## config.mk

```make
export PLATFORM = sky130hd
export DESIGN_NAME = tof_stop_mask_and_result_regs
export DESIGN_NICKNAME = d
export VERILOG_FILES = /design/src/tof_regs_pkg.sv /design/src/pin_sync.sv /design/src/tof_stop_mask_and_result_regs.sv
export SDC_FILE = /design/constraint.sdc
export NUM_CORES = 1
export LEC_CHECK = 0
export ABC_AREA = 1
export BUFFER_PORTS_ARGS = -buffer_cell sky130_fd_sc_hd__clkbuf_2
export CORE_UTILIZATION = 25
export CTS_CLUSTER_SIZE = 10
export DETAILED_ROUTE_END_ITERATION = 7
export SLEW_MARGIN = 10
export SYNTH_ARGS = -nofsm -noshare
export SYNTH_HDL_FRONTEND = slang
export SYNTH_SLANG_ARGS = --single-unit
export TNS_END_PERCENT = 50
```

## constraint.sdc

```tcl
create_clock -name clk -period 5.52 [get_ports clk]
set_clock_uncertainty 0.15 [all_clocks]
set_input_delay 0.276 -clock clk [delete_from_list [all_inputs] [get_ports clk]]
set_output_delay 0.276 -clock clk [all_outputs]
set_load 0.05 [all_outputs]
```

## src/tof_regs_pkg.sv

```systemverilog
// constants and types for the stop mask and result register bank
package tof_regs_pkg;
	localparam int ADDR_W = 6;
	localparam int WORD_W = 24;
	localparam logic [ADDR_W-1:0] ADDR_STOP_HIGH    = 6'h08;
	localparam logic [ADDR_W-1:0] ADDR_STOP_LOW     = 6'h09;
	localparam logic [ADDR_W-1:0] ADDR_FINE_FIRST   = 6'h10;
	localparam logic [ADDR_W-1:0] ADDR_TICKS_FIRST  = 6'h11;
	localparam logic [ADDR_W-1:0] ADDR_FINE_SECOND  = 6'h12;
	localparam logic [ADDR_W-1:0] ADDR_TICKS_SECOND = 6'h13;
	localparam logic [7:0]        STOP_LIMIT_RESET  = 8'h00;
	localparam logic [22:0]       RESULT_RESET      = 23'h000000;
	localparam int CMD_AUTO_INC_BIT = 7;
	localparam int CMD_WRITE_BIT    = 6;
	localparam int PARITY_BIT       = 23;
	localparam int TICKS_MSB        = 15;
	localparam int EXT_MSB          = 22;
	localparam int EXT_LSB          = 16;
	localparam logic [2:0] LAST_BIT        = 3'h7;
	localparam logic [1:0] WIDE_LAST_BYTE  = 2'h2;
	localparam logic [1:0] NARROW_LAST_BYTE = 2'h0;
	typedef struct packed {
		logic [22:0] fine_first;
		logic [22:0] ticks_first;
		logic [22:0] fine_second;
		logic [22:0] ticks_second;
	} result_set_t;
	typedef enum logic [1:0] {
		ST_CMD  = 2'b01,
		ST_DATA = 2'b10
	} serial_state_t;
endpackage

```

## src/pin_sync.sv

```systemverilog
// two-flop synchroniser for a group of pins
`timescale 1ns/10ps
`default_nettype none
module pin_sync #(
	parameter int WIDTH = 3
) (
	input  wire logic             clk,
	input  wire logic             nrst,
	input  wire logic [WIDTH-1:0] pin_in,
	output logic      [WIDTH-1:0] pin_out
);
	logic [WIDTH-1:0] stage;

	// first stage feeds only the second
	always_ff @(posedge clk or negedge nrst) begin
		if (!nrst) begin
			stage   <= '0;
			pin_out <= '0;
		end else begin
			stage   <= pin_in;
			pin_out <= stage;
		end
	end
endmodule
`default_nettype wire

```

## src/tof_stop_mask_and_result_regs.sv

```systemverilog
// serial register port, stop mask and first two result pairs of one channel
//
// Functional notes
// mask upper byte at 08h, RW, resets 00h
// mask lower byte at 09h, RW, resets 00h
// first fine result 10h, 23 bits plus parity
// first tick count 11h, 16 bits plus parity
// tick bits 22-16 zero unless averaging mode
// second fine result 12h, same layout
// second tick count 13h, 16 bits plus parity
// stops ignored until tick count reaches mask
`timescale 1ns/10ps
`default_nettype none
module tof_stop_mask_and_result_regs
	import tof_regs_pkg::*;
(
	input  wire logic        clk,
	input  wire logic        nrst,
	input  wire logic        serial_clk,
	input  wire logic        channel_select_low,
	input  wire logic        serial_data_in,
	output logic             serial_data_out,
	output logic             serial_data_oe,
	input  wire logic        results_load,
	input  wire result_set_t results_in,
	input  wire logic        averaging_mode,
	input  wire logic [15:0] clock_count,
	input  wire logic        stop_event,
	output logic             stop_accepted
);
	logic [2:0]        synced;
	logic              sclk_d;
	serial_state_t     state;
	logic [2:0]        bit_cnt;
	logic [1:0]        byte_cnt;
	logic [7:0]        in_shift;
	logic [ADDR_W-1:0] addr;
	logic              write_mode;
	logic              auto_inc;
	logic [WORD_W-1:0] out_shift;
	logic [7:0]        stop_ignore_limit_high;
	logic [7:0]        stop_ignore_limit_low;
	result_set_t       stored;

	pin_sync #(
		.WIDTH(3)
	) u_pin_sync (
		.clk     (clk),
		.nrst    (nrst),
		// select enters inverted so a reset sync reads as deselected, not as a false frame
		.pin_in  ({serial_clk, ~channel_select_low, serial_data_in}),
		.pin_out (synced)
	);

	wire sclk_s    = synced[2];
	wire sel_low_s = ~synced[1];
	wire din_s     = synced[0];

	function automatic logic is_wide(input logic [ADDR_W-1:0] a);
		is_wide = (a == ADDR_FINE_FIRST) || (a == ADDR_TICKS_FIRST) ||
			(a == ADDR_FINE_SECOND) || (a == ADDR_TICKS_SECOND);
	endfunction

	// parity over the whole word comes out even
	function automatic logic [WORD_W-1:0] with_parity(input logic [22:0] v);
		with_parity = {^v, v};
	endfunction

	// extension bits only survive in averaging mode
	function automatic logic [22:0] ticks_view(input logic [22:0] t, input logic avg);
		ticks_view = avg ? t : {7'h00, t[TICKS_MSB:0]};
	endfunction

	// R2: R3: R4: R6: R7: read decode, unmapped reads as zero
	function automatic logic [WORD_W-1:0] load_word(input logic [ADDR_W-1:0] a);
		case (a)
			ADDR_STOP_HIGH:    load_word = {stop_ignore_limit_high, 16'h0000};
			ADDR_STOP_LOW:     load_word = {stop_ignore_limit_low, 16'h0000};
			ADDR_FINE_FIRST:   load_word = with_parity(stored.fine_first);
			ADDR_TICKS_FIRST:  load_word = with_parity(stored.ticks_first);
			ADDR_FINE_SECOND:  load_word = with_parity(stored.fine_second);
			ADDR_TICKS_SECOND: load_word = with_parity(stored.ticks_second);
			default:           load_word = 24'h000000;
		endcase
	endfunction

	wire              sclk_rise = sclk_s & ~sclk_d & ~sel_low_s;
	wire              sclk_fall = ~sclk_s & sclk_d & ~sel_low_s;
	wire [7:0]        next_in   = {in_shift[6:0], din_s};
	wire              byte_done = sclk_rise && (bit_cnt == LAST_BIT);
	wire [ADDR_W-1:0] next_addr = addr + 6'h01;
	wire [1:0]        last_byte = (is_wide(addr) && !write_mode) ? WIDE_LAST_BYTE : NARROW_LAST_BYTE;
	wire              word_done = byte_done && (state == ST_DATA) && (byte_cnt == last_byte);
	wire              wr_strobe = byte_done && (state == ST_DATA) && write_mode;
	wire [15:0]       stop_limit = {stop_ignore_limit_high, stop_ignore_limit_low};

	assign serial_data_oe = ~sel_low_s;

	always_ff @(posedge clk or negedge nrst) begin
		if (!nrst) begin
			sclk_d <= 1'b0;
		end else begin
			sclk_d <= sclk_s;
		end
	end

	// deselect aborts any frame; a word is snapshotted at load so reads never tear
	always_ff @(posedge clk or negedge nrst) begin
		if (!nrst) begin
			state           <= ST_CMD;
			bit_cnt         <= 3'h0;
			byte_cnt        <= 2'h0;
			in_shift        <= 8'h00;
			addr            <= 6'h00;
			write_mode      <= 1'b0;
			auto_inc        <= 1'b0;
			out_shift       <= 24'h000000;
			serial_data_out <= 1'b0;
		end else if (sel_low_s) begin
			state    <= ST_CMD;
			bit_cnt  <= 3'h0;
			byte_cnt <= 2'h0;
		end else begin
			if (sclk_rise) begin
				in_shift <= next_in;
				bit_cnt  <= bit_cnt + 3'h1;
			end
			if (byte_done) begin
				case (state)
					ST_CMD: begin
						addr       <= next_in[ADDR_W-1:0];
						write_mode <= next_in[CMD_WRITE_BIT];
						auto_inc   <= next_in[CMD_AUTO_INC_BIT];
						byte_cnt   <= 2'h0;
						out_shift  <= load_word(next_in[ADDR_W-1:0]);
						state      <= ST_DATA;
					end
					ST_DATA: begin
						if (word_done) begin
							byte_cnt <= 2'h0;
							if (auto_inc) begin
								addr      <= next_addr;
								out_shift <= load_word(next_addr);
							end else begin
								out_shift <= load_word(addr);
							end
						end else begin
							byte_cnt <= byte_cnt + 2'h1;
						end
					end
					default: begin
						state <= ST_CMD;
					end
				endcase
			end
			if (sclk_fall && (state == ST_DATA)) begin
				serial_data_out <= out_shift[WORD_W-1];
				out_shift       <= {out_shift[WORD_W-2:0], 1'b0};
			end
		end
	end

	// R2: mask byte writes
	always_ff @(posedge clk or negedge nrst) begin
		if (!nrst) begin
			stop_ignore_limit_high <= STOP_LIMIT_RESET;
			stop_ignore_limit_low  <= STOP_LIMIT_RESET;
		end else if (wr_strobe) begin
			if (addr == ADDR_STOP_HIGH) begin
				stop_ignore_limit_high <= next_in;
			end
			if (addr == ADDR_STOP_LOW) begin
				stop_ignore_limit_low <= next_in;
			end
		end
	end

	// R4: R5: R6: R7: result capture from the engine
	always_ff @(posedge clk or negedge nrst) begin
		if (!nrst) begin
			stored <= {RESULT_RESET, RESULT_RESET, RESULT_RESET, RESULT_RESET};
		end else if (results_load) begin
			stored.fine_first   <= results_in.fine_first;
			stored.ticks_first  <= ticks_view(results_in.ticks_first, averaging_mode);
			stored.fine_second  <= results_in.fine_second;
			stored.ticks_second <= ticks_view(results_in.ticks_second, averaging_mode);
		end
	end

	// stop gate, zero mask never suppresses
	always_ff @(posedge clk or negedge nrst) begin
		if (!nrst) begin
			stop_accepted <= 1'b0;
		end else begin
			stop_accepted <= stop_event && ((stop_limit == 16'h0000) || (clock_count >= stop_limit));
		end
	end
endmodule
`default_nettype wire

```

==> results of run 1 <==
-- final cells by class --
| class | instances | area [um2] |
|---|---|---|
| fillers | 4661 | 29410 |
| multi-input cells | 1146 | 5809 |
| flip-flops and latches | 163 | 4080 |
| repair buffers | 223 | 1623 |
| well taps | 585 | 732.0 |
| inverters | 194 | 728.2 |
| clock buffers | 18 | 429.2 |
| clock inverters | 14 | 173.9 |
-- Yosys cell counts (2+ instances only) --
cell type	count	area (um2)
nand2_1	484	1817
inv_1	185	694.4
o21ai_0	170	850.8
dfrtp_1	162	4054
o22ai_1	103	644.4
nor2_1	78	292.8
nand3_1	56	280.3
a21oi_1	49	245.2
clkbuf_1	48	180.2
o21ai_1	36	180.2
xnor2_1	27	236.5
ha_1	25	312.8
xor2_1	24	210.2
a221oi_1	20	175.2
nand4_1	11	68.82
o211ai_1	11	82.58
buf_2	10	50.05
nor3_1	9	45.04
inv_2	5	18.77
nor2_2	5	31.28
o221ai_1	5	43.79
clkinv_1	4	15.01
nand2_2	4	25.02
nor4_1	4	25.02
a22oi_1	3	22.52
a41oi_1	3	26.28
buf_1	3	11.26
buf_4	3	22.52
o2111ai_1	3	26.28
buf_6	2	22.52
nand3_2	2	20.02
nor2_4	2	22.52
o31ai_1	2	15.01
or2_2	2	12.51
-- registers in the layout, indices dropped and copies added (netlist names), 2 cells and up --
name                    cells
u_pin_sync.pin_out          3
addr                        6
stop_ignore_limit_low       8
stop_ignore_limit_high      8
state                       2
out_shift                  24
in_shift                    7
byte_cnt                    2
stored                     92
bit_cnt                     3
u_pin_sync.stage            3
-- worst min path at each step --
stage,from,endpoint,slack (ns),cells after the start
after floorplan,nrst,addr[0],-0.17,0
after global routing,results_in[91],stored[91],0.009,3
after CTS,results_in[91],stored[91],0.002,3
final,results_in[91],stored[91],-0.02,3
after global placement,u_pin_sync.stage[0],u_pin_sync.pin_out[0],0.19,0
after detailed placement,u_pin_sync.stage[2],u_pin_sync.pin_out[2],0.20,0
-- stage by stage --
stage | cells | power, W
after floorplan | 1570 | 0.001796
after global placement | 2217 | 0.002028
after detailed placement | 2217 | 0.002046
after CTS | 2343 | 0.003353
after global routing | 2343 | 0.003512
final | 2343 | 0.003340
-- cell families (layout without fill, tap and decap cells) --
kind of cell | Yosys count | count (layout) | share of synthesized area [%]
simple gates | 659 | 659 | 24.49
compound gates | 411 | 411 | 21.70
buf+inv | 261 | 449 | 9.363
flops | 163 | 163 | 37.47
xor+xnor | 51 | 51 | 4.102
fa+ha+maj | 25 | 25 | 2.872
-- routing by layer --
layer  GRT usage [%]  wire length (um)
met1           23.56             17300
met4           5.322               701
met5               0                 0
met3           3.568              2919
met2           29.66             18840
-- tightest hold or removal path, stage by stage --
cell,delay [ns]
clkbuf_2,0.08
nand2_1,0.09
o21ai_0,0.09
-- power breakdown --
group	internal [W]	switching, W	leakage, nW
logic	0.000263	0.000468	4.25
registers	0.00127	0.0000818	2.09
clock network	0.000682	0.000573	0.284
total	0.00222	0.00112	6.62
==> summary.md, run 1 <==
The run finished, with violations left. The checks that failed: hold timing. In this run the worst setup path begins at state[0]. By instance count, the cell type seen most on the critical path is inv_1. The die width was 210.7 um. The library cells used most frequently in the layout, excluding fill and tap cells, are 484 x nand2_1, 185 x inv_1, 170 x o21ai_0. The die span in y came out at 210.7 um. Capturing element of the worst setup path: stop_ignore_limit_low[7]. TritonCTS built the clock tree. In this run the worst hold path is classified as in -> reg. The run gives 8 as the first-pass iteration count of the detailed router.

The slowest stage of the critical path is the ha_1 cell. For this run, the number of Yosys warnings is 0. Dividing the final minimum period by the clock period gives 64.45%. Across the VDD grid, the largest voltage drop is 0.2239 mV. The worst path needs 3.557 ns of the cycle, external delays included. The critical register-to-register path endpoint is stop_ignore_limit_low[7]. The wire length per cell is 16.97 um.

The count of endpoints failing setup in the final report was 0; the placement-stage worst setup slack was 2.018 ns. The number of enable flip-flop cells after synthesis came out at 0. After clock tree synthesis, the setup repair step added 0 buffers.

The sum of negative setup slack is 0 ns. Startpoint of the worst-slack reg-to-reg timing path: state[0]. The number of sinks driven by the clock tree was 163; the worst setup margin was 1.963 ns. Setup slack of the worst register-to-register path: 1.96 ns. The count of final max-slew check failures was 0. The number of gates given a new drive strength after cts was 0; the maximum clock insertion buffer count was 2. Once layout is complete, the utilization of the core stands at 31.58%.

The number of instances in the synthesized netlist is 1570, and the post-route DRC violation count is 0. In this run the number of cells on the critical path is 6. The worst reg-to-reg path cell count was 6.

At the pin with the least slew margin, the transition time is 1.258 ns. Together, buffers and inverters on the worst path number 2. Across every metal layer, demand over resource in global routing totals 17.94%.

The die area is 0.04440 mm2, and the total global routing overflow is 0. The run gives 11163 as the number of global-route vias before repair. Input and output buffers added on the ports amount to 118. The top-level port count is 119, and the placed cell area is 0.01203 mm2.

The clock slew at the register clock pins of the worst setup and hold paths is 0.07 ns, and the synthesized flop and latch total is 163. The final layout contains 1886 nets. By startpoint and endpoint, the worst setup path is classified as reg -> reg.

The initialized floorplan defines 76 standard-cell rows. Setup repair after global routing left no endpoint under its margin. For the weighted congestion reported at the end of routability-driven placement, the log shows 0.8824. The post-layout instance area was 0.01358 mm2; the distinct cell type count of the synthesized netlist was 44. The number of hold buffers added after CTS was 94. Entering global routing, the biggest net connects 109 pins.

Most common cell after layout, fill and taps aside: nand2_1. Dividing total power by cell area gives a power density of 246.1 mW/mm2. The run gives 11529 as the overall via count from detail_route.

The routed via count divided by cell count is 4.921. Of all flip-flops after synthesis, the portion carrying an async set or reset was 100.0%. The number of max-cap violations was 0. The H-tree generated during clock tree synthesis spans 4 levels.

Summed over all nets, the half-perimeter wirelength after detailed placement is 28.25 mm. In this run the tightest slew margin relative to its limit is 15.87%. Among cell families on the critical path, the largest total delay comes from simple AND/OR/NAND/NOR gates.

Traced cell by cell, the critical path runs through inv_1 -> ha_1 -> inv_1 -> nor3_1 -> nand2_1 -> o21ai_0. After detailed routing, the total wire length is 39.76 mm. For the sequential-to-total area share from yosys stat, the log shows 37.47%. The hold violation total from the final report was 1; the longest individual stage delay on the worst path was 0.89 ns.

Averaged over all synthesized cells, the footprint is 6.937 um2. The static leakage power came out at 6.624 nW. At the worst endpoint, the required time is 5.71 ns. In this run the worst path has a maximum fanout of 30.

The initial utilization of the core area, before any placement, comes to 25.34%. The run gives -0.02082 ns as the smallest hold slack. The share of post-route cells with drive strength above 1 works out to 10.52%. The tools report the global-route wire length before repair as 61.73 mm. Type of element launching the critical path: a flip-flop. The root buffer cell was clkbuf_16. For the number of antenna violations at the first check in global routing, the log shows 0.

The later pin in the worst-skew pair is clocked with a latency of 0.46 ns. The first routing iteration left 1092 violations. The core region is 0.04298 mm2. For this run, the leading register cell type out of synthesis is dfrtp_1.

The worst setup path is captured at a flip-flop. Counting every net in the synthesized netlist gives 1711. Buffers inserted during clock tree synthesis total 17. The number of routed nets with antenna violations was 0; the combined area of all synthesized cells was 0.01089 mm2.

Static timing analysis puts the maximum clock frequency at 281.1 MHz. Data arrives at the worst endpoint at 3.75 ns. The run gives 0 as the antenna diode count. Compared with the post-synthesis result, the final layout area differs by 24.66%.
Note: power is estimated with default switching activity, not from simulation.
==> run 2: changes to the inputs <==
clock period = 3 ns   (was 5.52 ns; I/O delays follow)
==> summary.md, run 2 (synthesis results as in run 1) <==
Area growth from synthesis to layout: 27.83% (was 24.66%). The global-route wire length before repair is 62.93 mm (was 61.73 mm). The run gives 0.004080 mm2 (unchanged) as the flip-flop and latch area. The smallest hold slack is 0.02497 ns (was -0.02082 ns), and the tightest slew margin relative to the limit is 45.11% (was 15.87%). The number of max-cap violations is 0 (unchanged), and the critical path data required time is 3.23 ns (was 5.71 ns). For the worst setup margin, the log shows 0.3379 ns (was 1.963 ns). The layout filler cell count is 4691 (was 4661), and the ratio of total power to cell area is 443.8 mW/mm2 (was 246.1 mW/mm2). The run gives 0 (was 1) as the hold violation total from the final report. The capturing element of the worst setup path is out_shift[6] (was stop_ignore_limit_low[7]). Achievable clock frequency: 375.6 MHz (was 281.1 MHz).

Final critical delay including setup and external delays: 2.662 ns (was 3.557 ns). Setup repair after global routing left no endpoint under its margin. The share of the clock period used by the worst path after layout was 88.74% (was 64.45%); the die area was 0.04440 mm2 (unchanged). Most used cells in the layout excluding fill and tap cells: 484 x nand2_1, 185 x inv_1, 170 x o21ai_0 (unchanged). The pin count of the biggest net entering global routing is 77 (was 109), and the count of routing violations after the opening detailed-route iteration is 935 (was 1092).

The total global routing overflow was 0 (unchanged). The antenna diode count is 0 (unchanged), and the H-tree depth is 4 (unchanged). Data arrival time of the worst path: 2.89 ns (was 3.75 ns).

The flow ran to the end, and the final reports show no timing, DRC or antenna violations. The number of routed nets with antenna violations was 0 (unchanged). The largest vdd supply drop is 0.2848 mV (was 0.2239 mV). The total power of the final layout is 0.006178 W (was 0.003340 W), and the first-pass iteration count of the detailed router is 6 (was 8). Class of the tightest hold or removal check: in -> reg (unchanged).

The count of final max-slew check failures is 0 (unchanged), and the sum of negative setup slack is 0 ns (unchanged). The post-layout instance count excluding filler cells is 2378 (was 2343), and the post-route DRC violation count is 0 (unchanged). Critical path endpoint category: a flip-flop (unchanged).

The clock slew at the register clock pins of the worst setup and hold paths was 0.06 ns (was 0.07 ns); the number of placed instances, taps included was 2240 (was 2217). Root buffer cell: clkbuf_16 (unchanged). Core box area: 0.04298 mm2 (unchanged).

The clock latency on the worst-skew pair is 0.45 ns (was 0.46 ns), and the routed via count divided by cell count is 4.925 (was 4.921). The highest net fanout along the worst path works out to 10 (was 30). The net count of the finished layout is 1922 (was 1886). The number of sinks driven by the clock tree was 163 (unchanged); the weighted congestion reported at the end of routability-driven placement was 0.8949 (was 0.8824). The slew at the pin closest to its max-slew limit is 0.8204 ns (was 1.258 ns), and the count of endpoints failing setup in the final report is 0 (unchanged). The placement-stage worst setup slack was 0.4070 ns (was 2.018 ns).

The tools report the starting density of the core as 25.34% (unchanged). For the post-CTS setup repair buffer count, the log shows 0 (unchanged). The worst reg-to-reg path cell count was 12 (was 6). The logs give 29.12 mm (was 28.25 mm) for the HPWL after detailed placement and 119 (unchanged) for the top-level port count. Total clock buffers created by CTS: 17 (unchanged). The die width is 210.7 um (unchanged), and the maximum clock insertion buffer count is 2 (unchanged). The overall via count from detail_route is 11711 (was 11529), and the die span in y is 210.7 um (unchanged).

TritonCTS built the clock tree. The wire length per cell was 17.02 um (was 16.97 um); the total of buffers placed on input and output ports was 118 (unchanged). Registers with the most flip-flops: stored (92), out_shift (24) (unchanged).

Number of gates given a new drive strength after cts: 0 (unchanged). The flip-flop count of the largest register, all copies and words added is 92 (unchanged), and the routed wire length is 40.47 mm (was 39.76 mm). The tools report the number of global-route vias before repair as 11414 (was 11163). The tools report the startpoint of the worst-slack reg-to-reg timing path as addr[0] (was state[0]). Site row count: 76 (unchanged). The critical register-to-register path endpoint is out_shift[6] (was stop_ignore_limit_low[7]). The tools report the static leakage power as 6.785 nW (was 6.624 nW). Launch point of the worst path: addr[0] (was state[0]). Global-route total usage across every layer: 18.35% (was 17.94%).

Most common cell after layout, fill and taps aside: nand2_1 (unchanged). The tools report the setup slack of the worst register-to-register path as 0.34 ns (was 1.96 ns). The critical path class is reg -> reg (unchanged). The share of post-route cells with drive strength above 1 came out at 11.49% (was 10.52%). The number of antenna violations at the first check in global routing came out at 0 (unchanged). Combined area of the multi-input logic cells: 0.005809 mm2 (unchanged). The register with the highest flop count is stored (unchanged).

The tools report the type of element launching the critical path as a flip-flop (unchanged).
run 2: changes by cell type in the layout (fill, tap and decap cells not counted):
cell | previous run | this run
buf_12 | 0 | 4
buf_4 | 12 | 31
clkbuf_1 | 1 | 2
clkbuf_8 | 0 | 3
clkinv_4 | 4 | 2
clkinv_8 | 1 | 0
clkinvlp_4 | 3 | 2
dlygate4sd3_1 | 94 | 107
inv_8 | 2 | 1
run 2: per-layer routing:
metal / routed length, um / up-vias / share of wire (%) / track usage (%)
met5: 0 / - / 0 / 0
met4: 1145 / 0 / 2.8 / 7.096
met3: 2810 / 83 / 6.9 / 3.360
met2: 18490 / 478 / 46 / 29.18
met1: 18020 / 5518 / 45 / 24.62
li1: - / 5632 / - / -
run 2: critical path, cell delays in order (launching register included):
cell and delay [ns]:
dfrtp_1 0.42, ha_1 0.26, nand3_1 0.11, xor2_1 0.24, inv_2 0.09, nor2_4 0.20
nand3_2 0.31, buf_4 0.31, o22ai_1 0.12, o21ai_1 0.07, a21oi_1 0.17, o21ai_1 0.08
nand2_1 0.06
run 2: stage by stage:
step | utilization (%) | area [um2]
CTS | 32.39 | 13920
floorplan | - | 10890
global placement | 28.51 | 12250
finish | 32.39 | 13920
global route | 32.39 | 13920
detailed placement | 28.51 | 12250
run 2: what timing repair did:
action	CTS	global route
endpoints found under the setup margin	0	0
hold buffers	107	0
hold endpoints to repair	162	0
run 2: how the worst min path moves through the flow:
stage               cells after the start           start  slack [ns]                   to
floorplan                               0            nrst       -0.30              addr[0]
global placement                        1            nrst        0.06  u_pin_sync.stage[1]
detailed placement                      1            nrst        0.07  u_pin_sync.stage[1]
CTS                                     3  averaging_mode      0.0009           stored[67]
global route                            3  averaging_mode        0.04           stored[62]
finish                                  3  averaging_mode        0.02           stored[62]
run 2: where the power goes:
group	internal, W	switching [W]
logic	0.000508	0.000877
clock network	0.00130	0.000994
registers	0.00234	0.000155
total	0.00415	0.00203
run 2: area by class of cell:
cell class                 count  share of cell area (%)
tap                          585                   5.258
multi-input combinational   1146                   41.73
clock inverter                 9                  0.8718
timing repair buffer         259                   14.19
sequential                   163                   29.31
inverter                     194                   5.231
clock buffer                  22                   3.406
==> run 3: changes to the inputs <==
clock period = 3.1 ns   (was 3 ns; I/O delays follow)
==> summary.md, run 3 (synthesis results as in run 1) <==
For the antenna diode count, the log shows 0 (unchanged). TritonCTS built the clock tree. The area growth from synthesis to layout was 27.49% (was 27.83%). For the post-CTS setup repair buffer count, the log shows 0 (unchanged).

Static leakage power: 6.773 nW (was 6.785 nW). The smallest hold slack was -0.001608 ns (was 0.02497 ns). The net switching fraction of the power came out at 32.38% (was 32.79%). The placed cell area was 0.01225 mm2 (about the same).

The core box area is 0.04298 mm2 (unchanged), and the hold violation total from the final report is 1 (was 0). The total global routing overflow is 0 (unchanged). Setup repair after global routing left no endpoint under its margin. Registers with the most flip-flops: stored (92), out_shift (24) (unchanged). The tools report the combined area of the multi-input logic cells as 0.005809 mm2 (unchanged). The tools report the type of element launching the critical path as a flip-flop (unchanged). The logs give 0 (unchanged) for the number of max-cap violations and 2.94 ns (was 2.89 ns) for the data arrival time of the worst path. Ratio of total power to cell area: 424.8 mW/mm2 (was 443.8 mW/mm2).

The root buffer cell was clkbuf_16 (unchanged). For the HPWL after detailed placement, the log shows 29.16 mm (was 29.12 mm). The sequential share of power is 40.9% (was 40.4%). The class of the tightest hold or removal check is in -> reg (unchanged). For the achievable clock frequency, the log shows 368.6 MHz (was 375.6 MHz).

The tools report the maximum clock insertion buffer count as 2 (unchanged). Routed via count divided by cell count: 4.887 (was 4.925). The count of endpoints failing setup in the final report is 0 (unchanged), and the die area is 0.04440 mm2 (unchanged).

The run gives 39.38 mm (was 40.47 mm) as the routed wire length. Number of routed nets with antenna violations: 0 (unchanged). Net count of the finished layout: 1921 (was 1922).

Wire length per cell: 16.57 um (was 17.02 um). The die width is 210.7 um (unchanged), and the total clock buffers created by CTS is 17 (unchanged). The total of buffers placed on input and output ports is 118 (unchanged), and the net switching power is 0.001910 W (was 0.002026 W). The highest net fanout along the worst path is 10 (unchanged). The run finished, with violations left. The run gives 119 (unchanged) as the top-level port count. The tools report the global-route total usage across every layer as 17.93% (was 18.35%). The tools report the H-tree depth as 4 (unchanged). For the overall via count from detail_route, the log shows 11617 (was 11711). The logs give 0.01388 mm2 (was 0.01392 mm2) for the post-layout instance area and 0.44 ns (was 0.45 ns) for the clock latency on the worst-skew pair. The critical path data required time is 3.33 ns (was 3.23 ns), and the count of final max-slew check failures is 0 (unchanged).

The run gives 11357 (was 11414) as the number of global-route vias before repair. The share of the clock period used by the worst path after layout is 87.53% (was 88.74%). The number of sinks driven by the clock tree came out at 163 (unchanged). The global-route wire length before repair is 61.80 mm (was 62.93 mm), and the first-pass iteration count of the detailed router is 6 (unchanged). The tightest slew margin relative to the limit was 30.06% (was 45.11%). The number of gates given a new drive strength after cts is 0 (unchanged). For the internal power of the cells, the log shows 0.003988 W (was 0.004152 W). The final critical delay including setup and external delays came out at 2.713 ns (was 2.662 ns). The flip-flop count of the largest register, all copies and words added is 92 (unchanged), and the clock slew at the register clock pins of the worst setup and hold paths is 0.07 ns (was 0.06 ns).

The pin count of the biggest net entering global routing was 77 (unchanged); the flip-flop and latch area was 0.004080 mm2 (unchanged). The final reports fail on hold timing. The most common cell after layout, fill and taps aside is nand2_1 (unchanged).

Critical path endpoint category: a flip-flop (unchanged). The run gives 0 ns (unchanged) as the sum of negative setup slack. The layout filler cell count was 4669 (was 4691). For the clock network power share, the log shows 36.7% (was 37.2%). The starting density of the core is 25.34% (unchanged).

The register with the highest flop count is stored (unchanged). The final design utilization is 32.30% (was 32.39%). Critical path class: reg -> reg (unchanged). The weighted congestion reported at the end of routability-driven placement was 0.9411 (was 0.8949). The logs give 22.4% (about the same) for the proportion of power drawn by combinational gates and 1194 (was 935) for the count of routing violations after the opening detailed-route iteration. The logs give 0.3896 mV (was 0.2848 mV) for the largest vdd supply drop and 76 (unchanged) for the site row count. The slew at the pin closest to its max-slew limit was 1.047 ns (was 0.8204 ns). The share of post-route cells with drive strength above 1 works out to 11.55% (was 11.49%).

Most used cells in the layout excluding fill and tap cells: 484 x nand2_1, 185 x inv_1, 170 x o21ai_0 (unchanged). The die span in y works out to 210.7 um (unchanged). The number of antenna violations at the first check in global routing was 0 (unchanged); the post-route DRC violation count was 0 (unchanged).
run 3: area by class of cell:
cell class                      instances  share of cell area, %
Clock buffer                           21                  3.316
Tap cell                              585                  5.272
Sequential cell                       163                  29.39
Timing Repair Buffer                  258                  14.05
Inverter                              194                  5.245
Clock inverter                         10                 0.8921
Multi-Input combinational cell       1146                  41.84
run 3: critical path, cell delays in order, from the launching register on:
cell and delay [ns]:
dfrtp_1 0.42, ha_1 0.26, nand3_1 0.12, xor2_1 0.24, inv_2 0.08, nor2_4 0.20
nand3_2 0.31, buf_4 0.30, o22ai_1 0.18, o21ai_1 0.08, a21oi_1 0.17, o21ai_1 0.08
nand2_1 0.06
run 3: through the flow:
step                hold WS, ns  setup WS, ns  instances  total power, W
floorplan               -0.2906        0.7070       1570        0.003199
global placement      -0.007643        0.4976       2241        0.003634
detailed placement    -0.008564        0.4109       2241        0.003666
CTS                   0.0001759        0.4161       2377        0.005946
global route            0.02403        0.2417       2377        0.006235
finish                -0.001608        0.3867       2377        0.005898
run 3: worst paths after layout:
kind                                startpoint               endpoint  slack [ns]  depth (start not counted)
setup reg to reg                       addr[0]           out_shift[9]        0.39                         12
max in group asynchronous                 nrst              stored[6]        1.98                          3
setup / recovery                       addr[0]           out_shift[9]        0.39                         12
min in group asynchronous                 nrst    u_pin_sync.stage[1]        0.07                          2
hold reg to reg            u_pin_sync.stage[0]  u_pin_sync.pin_out[0]        0.20                          0
hold / removal                  averaging_mode             stored[66]      -0.002                          3
run 3: power by group through the flow:
stage / combinational, W / sequential [W] / clock [W]
floorplan: 0.000786 / 0.00241 / 0
global placement: 0.00119 / 0.00245 / 0
detailed placement: 0.00122 / 0.00245 / 0
CTS: 0.00133 / 0.00241 / 0.00221
global route: 0.00150 / 0.00243 / 0.00231
finish: 0.00132 / 0.00241 / 0.00217
run 3: timing repair:
action / CTS / global route
endpoints found under the setup margin: 0 / 0
endpoints found under the hold margin: 186 / 0
hold buffers: 105 / 0
run 3: per-layer routing:
| metal | track usage [%] | share of wire [%] | wire length, um |
|---|---|---|---|
| met3 | 3.434 | 6.6 | 2586 |
| met4 | 5.297 | 2.1 | 822 |
| met1 | 23.20 | 44 | 17320 |
| met2 | 30.18 | 47 | 18640 |
| met5 | 0 | 0 | 0 |
